**config.mk**
```make
export PLATFORM = sky130hd
export DESIGN_NAME = anpr_regs
export DESIGN_NICKNAME = d
export VERILOG_FILES = /design/src/common/anpr_pkg.sv /design/src/rtl/anpr_regs.sv
export SDC_FILE = /design/constraint.sdc
export NUM_CORES = 1
export LEC_CHECK = 0
export ABC_AREA = 1
export BUFFER_PORTS_ARGS = -buffer_cell sky130_fd_sc_hd__buf_2
export CORE_UTILIZATION = 45
export CTS_CLUSTER_SIZE = 25
export DETAILED_ROUTE_END_ITERATION = 16
export PLACE_DENSITY = 0.79
export REMOVE_ABC_BUFFERS = 1
export SLEW_MARGIN = 20
export SYNTH_ARGS = -nofsm -noshare
export SYNTH_HDL_FRONTEND = slang
export SYNTH_SLANG_ARGS = --single-unit
```
**constraint.sdc**
```tcl
create_clock -name clk -period 1.2 [get_ports clk]
set_clock_uncertainty 0.05 [all_clocks]
set_input_delay 0.12 -clock clk [delete_from_list [all_inputs] [get_ports clk]]
set_output_delay 0.12 -clock clk [all_outputs]
set_load 0.02 [all_outputs]
```
**src/common/anpr_pkg.sv**
```systemverilog
// Package for the auto-negotiation advertisement and partner ability registers.
// Assumes one clock domain and a plain register port with 16-bit data.
package anpr_pkg;

   // Register port widths.
   localparam int unsigned ADDR_W = 16;
   localparam int unsigned DATA_W = 16;

   // Register offsets; all three mode views of the advertisement share one address.
   localparam logic [15:0] ADV_OFFSET = 16'h2004;
   localparam logic [15:0] LP_OFFSET  = 16'h2005;

   // Low advertisement field and its reset value.
   localparam int unsigned ADV_LOW_W   = 5;
   localparam logic [4:0]  ADV_LOW_RST = 5'h00;

   // Fixed values of the SGMII views and the partner word reset value.
   localparam logic [6:0]  MEDIA_LOW_FIXED = 7'h01;
   localparam logic [15:0] SYS_ADV_VALUE   = 16'h0001;
   localparam logic [15:0] LP_RST          = 16'h0000;

   // Operating mode of the port, one-hot.
   typedef enum logic [2:0] {
      ANPR_MODE_FIBER = 3'h1,
      ANPR_MODE_MEDIA = 3'h2,
      ANPR_MODE_SYS   = 3'h4
   } anpr_mode_t;

   // One register port access.
   typedef struct packed {
      logic [ADDR_W-1:0] addr;
      logic [DATA_W-1:0] wdata;
      logic              wr;
      logic              rd;
   } anpr_req_t;

   // Resolved state of the attached interface for the media view.
   typedef struct packed {
      logic       link;
      logic       duplex;
      logic [1:0] speed;
      logic       tx_pause;
      logic       rx_pause;
      logic       fiber;
   } anpr_media_t;

   // Events that let a pending advertisement take effect.
   typedef struct packed {
      logic sw_reset;
      logic an_restart;
      logic power_down;
   } anpr_ctl_t;

   // Received base page.
   typedef struct packed {
      logic              valid;
      logic [DATA_W-1:0] word;
   } anpr_page_t;

endpackage

```
**src/rtl/anpr_regs.sv**
```systemverilog
// Advertisement and link partner ability registers of one port.
// Assumes all inputs are synchronous to clk and base pages come one per pulse.
`timescale 1ns/1ps
module anpr_regs (
   // Clock and reset.
   input  wire logic                   clk,
   input  wire logic                   srst,
   // Register port.
   input  wire anpr_pkg::anpr_req_t    req,
   output logic [anpr_pkg::DATA_W-1:0] reg_rdata,
   // Port configuration and events.
   input  wire anpr_pkg::anpr_mode_t   mode,
   input  wire anpr_pkg::anpr_ctl_t    ctl,
   input  wire logic                   link_up,
   input  wire anpr_pkg::anpr_media_t  media,
   // Receive path.
   input  wire anpr_pkg::anpr_page_t   page,
   // Values used by the transmit path and link logic.
   output logic [anpr_pkg::ADV_LOW_W-1:0] adv_low_active,
   output logic [anpr_pkg::DATA_W-1:0]    partner_ability
);
   import anpr_pkg::*;

   ////////////////////////////////////////////////////////////////////////////
   // State.

   // All flops of the block live in one struct.
   typedef struct packed {
      logic [ADV_LOW_W-1:0] adv_pending; // Value software wrote and reads back.
      logic [ADV_LOW_W-1:0] adv_active;  // Value in force on the link.
      logic [DATA_W-1:0]    lp;          // Captured partner ability.
      logic                 link_q;      // Link level one cycle ago.
      logic                 pd_q;        // Power-down level one cycle ago.
      logic [DATA_W-1:0]    rdata;       // Read data, valid the cycle after a read.
   } anpr_state_t;

   anpr_state_t st;      // Registered state.
   anpr_state_t next_st; // Next state.

   logic                 adv_hit;   // Access targets the advertisement.
   logic                 lp_hit;    // Access targets the partner word.
   logic                 adv_apply; // Pending advertisement takes effect.
   logic [DATA_W-1:0]    view;      // Advertisement view of the current mode.

   ////////////////////////////////////////////////////////////////////////////
   // Decode and event detection.

   // Address decode and the events that release the pending value.
   always_comb begin
      adv_hit   = (req.addr == ADV_OFFSET);
      lp_hit    = (req.addr == LP_OFFSET);
      // Power-down leaving and link loss are edges, so a level held for many
      // cycles applies the value only once.
      adv_apply = ctl.sw_reset | ctl.an_restart | (st.pd_q & ~ctl.power_down)
                | (st.link_q & ~link_up);
   end

   // Advertisement view by operating mode.
   always_comb begin
      case (mode)
         ANPR_MODE_FIBER: begin
            // Upper fields belong to other logic and read as zero here.
            view = {{(DATA_W-ADV_LOW_W){1'b0}}, st.adv_pending};
         end
         ANPR_MODE_MEDIA: begin
            view = {media.link,
                    2'b00,
                    media.duplex,
                    media.speed,
                    media.tx_pause,
                    media.rx_pause,
                    media.fiber,
                    MEDIA_LOW_FIXED};
         end
         ANPR_MODE_SYS: begin
            view = SYS_ADV_VALUE;
         end
         default: begin
            // An undefined mode code shows nothing rather than a stale view.
            view = '0;
         end
      endcase
   end

   ////////////////////////////////////////////////////////////////////////////
   // Next-state logic.

   // One process computes every next value.
   always_comb begin
      next_st        = st;
      next_st.link_q = link_up;
      next_st.pd_q   = ctl.power_down;

      // Software writes land only in the pending copy; the SGMII views are
      // read-only, so writes there are dropped.
      if (req.wr && adv_hit && (mode == ANPR_MODE_FIBER)) begin
         next_st.adv_pending = req.wdata[ADV_LOW_W-1:0];
      end
      // A software reset returns the field to its reset value.
      if (ctl.sw_reset) begin
         next_st.adv_pending = ADV_LOW_RST;
      end
      // On an apply event the newest pending value goes into force, so a
      // write in the same cycle as a restart, power-down exit or link loss is not lost.
      if (adv_apply) begin
         next_st.adv_active = next_st.adv_pending;
      end

      // Partner word: link loss or software reset wins over a page.
      if (!link_up || ctl.sw_reset) begin
         next_st.lp = LP_RST;
      end else if (page.valid) begin
         // Every bit maps one to one: next page, acknowledge, remote fault,
         // reserved, pause, half and full duplex, reserved low bits.
         next_st.lp = page.word;
      end

      // Read data for the cycle after the strobe; unmapped reads give zero.
      if (req.rd) begin
         if (adv_hit) begin
            next_st.rdata = view;
         end else if (lp_hit && (mode == ANPR_MODE_FIBER)) begin
            next_st.rdata = st.lp;
         end else begin
            next_st.rdata = '0;
         end
      end else begin
         next_st.rdata = '0;
      end
   end

   ////////////////////////////////////////////////////////////////////////////
   // Registers.

   // Hardware reset clears everything to its documented value.
   // The reset branch assigns constants only, so the reset values cannot
   // depend on inputs that may still be settling while srst is high.
   // The edge detectors start low: a link that is already down, or a port
   // that is already powered down, does not count as an event after reset.
   // The trade-off is that a power-down exit in the very first cycle after
   // reset is not seen; firmware must not rely on that as an apply event.
   always_ff @(posedge clk) begin
      if (srst) begin
         st.adv_pending <= ADV_LOW_RST;
         st.adv_active  <= ADV_LOW_RST;
         st.lp          <= LP_RST;
         st.link_q      <= 1'b0;
         st.pd_q        <= 1'b0;
         st.rdata       <= '0;
      end else begin
         st <= next_st;
      end
   end

   // Outputs come straight from flops.
   // No logic sits between the state struct and the pins, so the transmit
   // path and the register port see glitch-free values with a full cycle of
   // timing slack.
   assign reg_rdata       = st.rdata;
   assign adv_low_active  = st.adv_active;
   assign partner_ability = st.lp;
endmodule

```
==> results_dict.tcl <==
set metrics [dict create \
    tns_ps 0 \
    synth_largest_area_cell "dfxtp_1" \
    io_buffer_count 92 \
    fp.dieArea_um2 4800 \
    syn_area_um2 2040 \
    rrSetupSlack_ps 190 \
    leakagePower_uw 0.00128 \
    hold_class "in2reg" \
    routed_wl_um 4140 \
    globalplace.congestion 0.792 \
    reg2reg_from "st[16]" \
    antenna_found_initial 0 \
    relSlewSlack 0.680 \
    yosysWarningCount 0 \
    dp_hpwl_um 3270 \
    worst_pin_slew_ps 480 \
    hold_violations 0 \
    setup_viol 0 \
    status "completed" \
    wl_per_cell_um 10.6 \
    dr.pass1.iters 4 \
    cap_violations 0 \
    drtIter0Drc 89 \
    finalCritPeriodShare 0.852 \
    fin_total_pwr_uw 2590 \
    whs_endpoint "st[16]" \
    route.detailed.drc 0 \
    busiest_layer "met2" \
    dp_slack_ps -122 \
    synth_top_area_frac 0.432 \
    diodes 0 \
    grt_overflow_total 0 \
    seq_area_frac_synth 0.432 \
    synth.top_cells.by_area "dfxtp_1 (43%), buf_4 (14%), nand2_1 (11%), a21oi_1 (6.9%), inv_1 (4.2%)" \
    hold-path-cell-count 3 \
    crit_type "in2reg" \
    crit_path_start_kind "input pin" \
    ys_types 24 \
    clk_latency_ps 280 \
    syn_to_final_growth_pct 21.1 \
    min_from "ctl[0]" \
    setup_ws_ps 178 \
    layout-drive-gt1-share 0.376 \
    layout.cells.non_filler 390 \
    grt_use_met3 0.0494 \
    slew_violations 0 \
    met1_usage 0.218 \
    place_inst 380 \
    die_height_um 69.3 \
    cts_root_buffer "clkbuf_8" \
    whs_ps 8.34 \
    grt_max_degree 17 \
    clkSlewWorstSetupHoldPaths_ps 80 \
    start_util 0.468 \
    final_nets 405 \
    netlist_instances 267 \
    vias 1803 \
    htreeDepth 2 \
    vias_per_cell 4.62 \
    irDropWorstVdd_v 0.000574 \
    grt_use_met2 0.312 \
    fmax_ghz 0.978 \
    cts_tree "yes" \
    globalRouteTotalUtil 0.179 \
    grt_pass1_vias 1698 \
    path_max_fanout 8 \
    n_fill_cell 420 \
    numCtsBuffers 5 \
    rsz0062_at_grt "false" \
    arrival_ps 1200 \
    powerDensity_nw_per_um2 1050 \
    fp.dieW_um 69.3 \
    post_cts_buffers 0 \
    avgSynthCellArea_um2 7.63 \
    placementRows 24 \
    worstRegToRegCells 4 \
    drt.antenna.violating_nets 0 \
    min_period_ps 1020 \
    grt_pass1_wl_um 7120 \
    clock_sinks 44 \
    synth_seq_cells 44 \
    core_um2 4350 \
    cp.required_ps 1380 \
    r2r-end "adv_low_active[3]" \
    clock_path_buffers 2 \
    cp-end-kind "register" \
    pin_count 104 \
]
## through the flow
step | utilization | cell area [µm²]
floorplan | - | 1730
global placement | 0.541 | 2360
detailed placement | 0.541 | 2360
CTS | 0.564 | 2450
global route | 0.567 | 2470
finish | 0.567 | 2470
## critical path, cell delays in order
cell	delay (ps)
buf_2	90
nor2_1	120
nand2_2	120
nor2_8	140
and2_1	180
buf_12	130
nand2_4	50
nor2_4	110
nand2_1	60
nand2_1	60
## where the power goes
part           switching [µW]  internal, µW  leakage (µW)
Clock                     442           396     0.0000410
Sequential               11.7          1480      0.000356
Combinational             142           120      0.000880
## worst max-delay path by stage
stage / slack, ps / depth (start not counted) / startpoint / endpoint
4_1_cts: 150 / 4 / st[16] / adv_low_active[2]
3_3_place_gp: -70 / 10 / req[23] / reg_rdata[15]
2_1_floorplan: 10 / 6 / req[23] / reg_rdata[1]
3_5_place_dp: -120 / 10 / req[23] / reg_rdata[7]
6_report: 180 / 10 / req[23] / reg_rdata[7]
5_1_grt: 30 / 4 / st[16] / adv_low_active[3]
## what timing repair did
item                                    CTS  global route
endpoints found under the setup margin    0             1
hold buffers                              2             1
endpoints found under the hold margin     2             1
gates resized for setup                   0             1
## cell usage in the layout, fill, tap and decap left out
master,netlist,routed
a21oi_1,28,28
and2_1,1,1
buf_12,0,1
buf_2,1,92
buf_4,37,11
clkbuf_1,4,1
clkbuf_8,0,5
clkinv_2,0,1
dfxtp_1,44,44
dlygate4sd3_1,0,3
inv_1,23,23
inv_2,4,4
nand2_1,62,61
nand2_2,1,2
nand2_4,1,1
nand3_1,17,17
nand3_2,2,2
nand3b_1,1,1
nand4_1,6,6
nor2_1,17,17
nor2_2,3,3
nor2_4,2,2
nor2_8,1,1
nor2b_4,1,1
nor3_4,1,1
o21ai_0,5,5
o21ai_1,4,4
## Yosys cell counts
cell	n
nor2_8	1
buf_4	37
nor2b_4	1
nor2_4	2
inv_1	23
clkbuf_1	4
o21ai_0	5
nand2_1	62
buf_6	1
a21oi_1	28
and2_1	1
nand2_4	1
nor3_4	1
dfxtp_1	44
buf_2	1
o21ai_1	4
nand3_2	2
nand2_2	1
inv_2	4
nor2_1	17
nand4_1	6
nand3_1	17
nand3b_1	1
nor2_2	3
## registers in the layout (all words and copies together) (netlist names)
| name | cells |
|---|---|
| adv_low_active | 5 |
| partner_ability | 16 |
| reg_rdata | 16 |
| st | 7 |
## cells by family (layout without fill, tap and decap cells)
kind of cell    count (synthesis)  in the layout  share of synthesized area
compound gates                 37             37                     0.0908
flops                          44             44                      0.432
buf+inv                        70            141                      0.201
simple gates                  116            116                      0.276
## layer usage
| metal | vias up | part of all wire |
|---|---|---|
| met5 | - | 0 |
| met3 | 6 | 0.062 |
| met4 | 0 | 0.0097 |
| li1 | 947 | - |
| met2 | 58 | 0.49 |
| met1 | 792 | 0.43 |
## cell type report
type	instances	area (µm²)	area share
tap	52	65.1	0.0264
timing repair buffer	107	593	0.240
clock buffer	6	72.6	0.0294
multi-input combinational	153	749	0.304
clock inverter	1	5.00	0.00203
sequential	44	881	0.357
inverter	27	101	0.0411
Note: power is estimated with default switching activity, not from simulation.
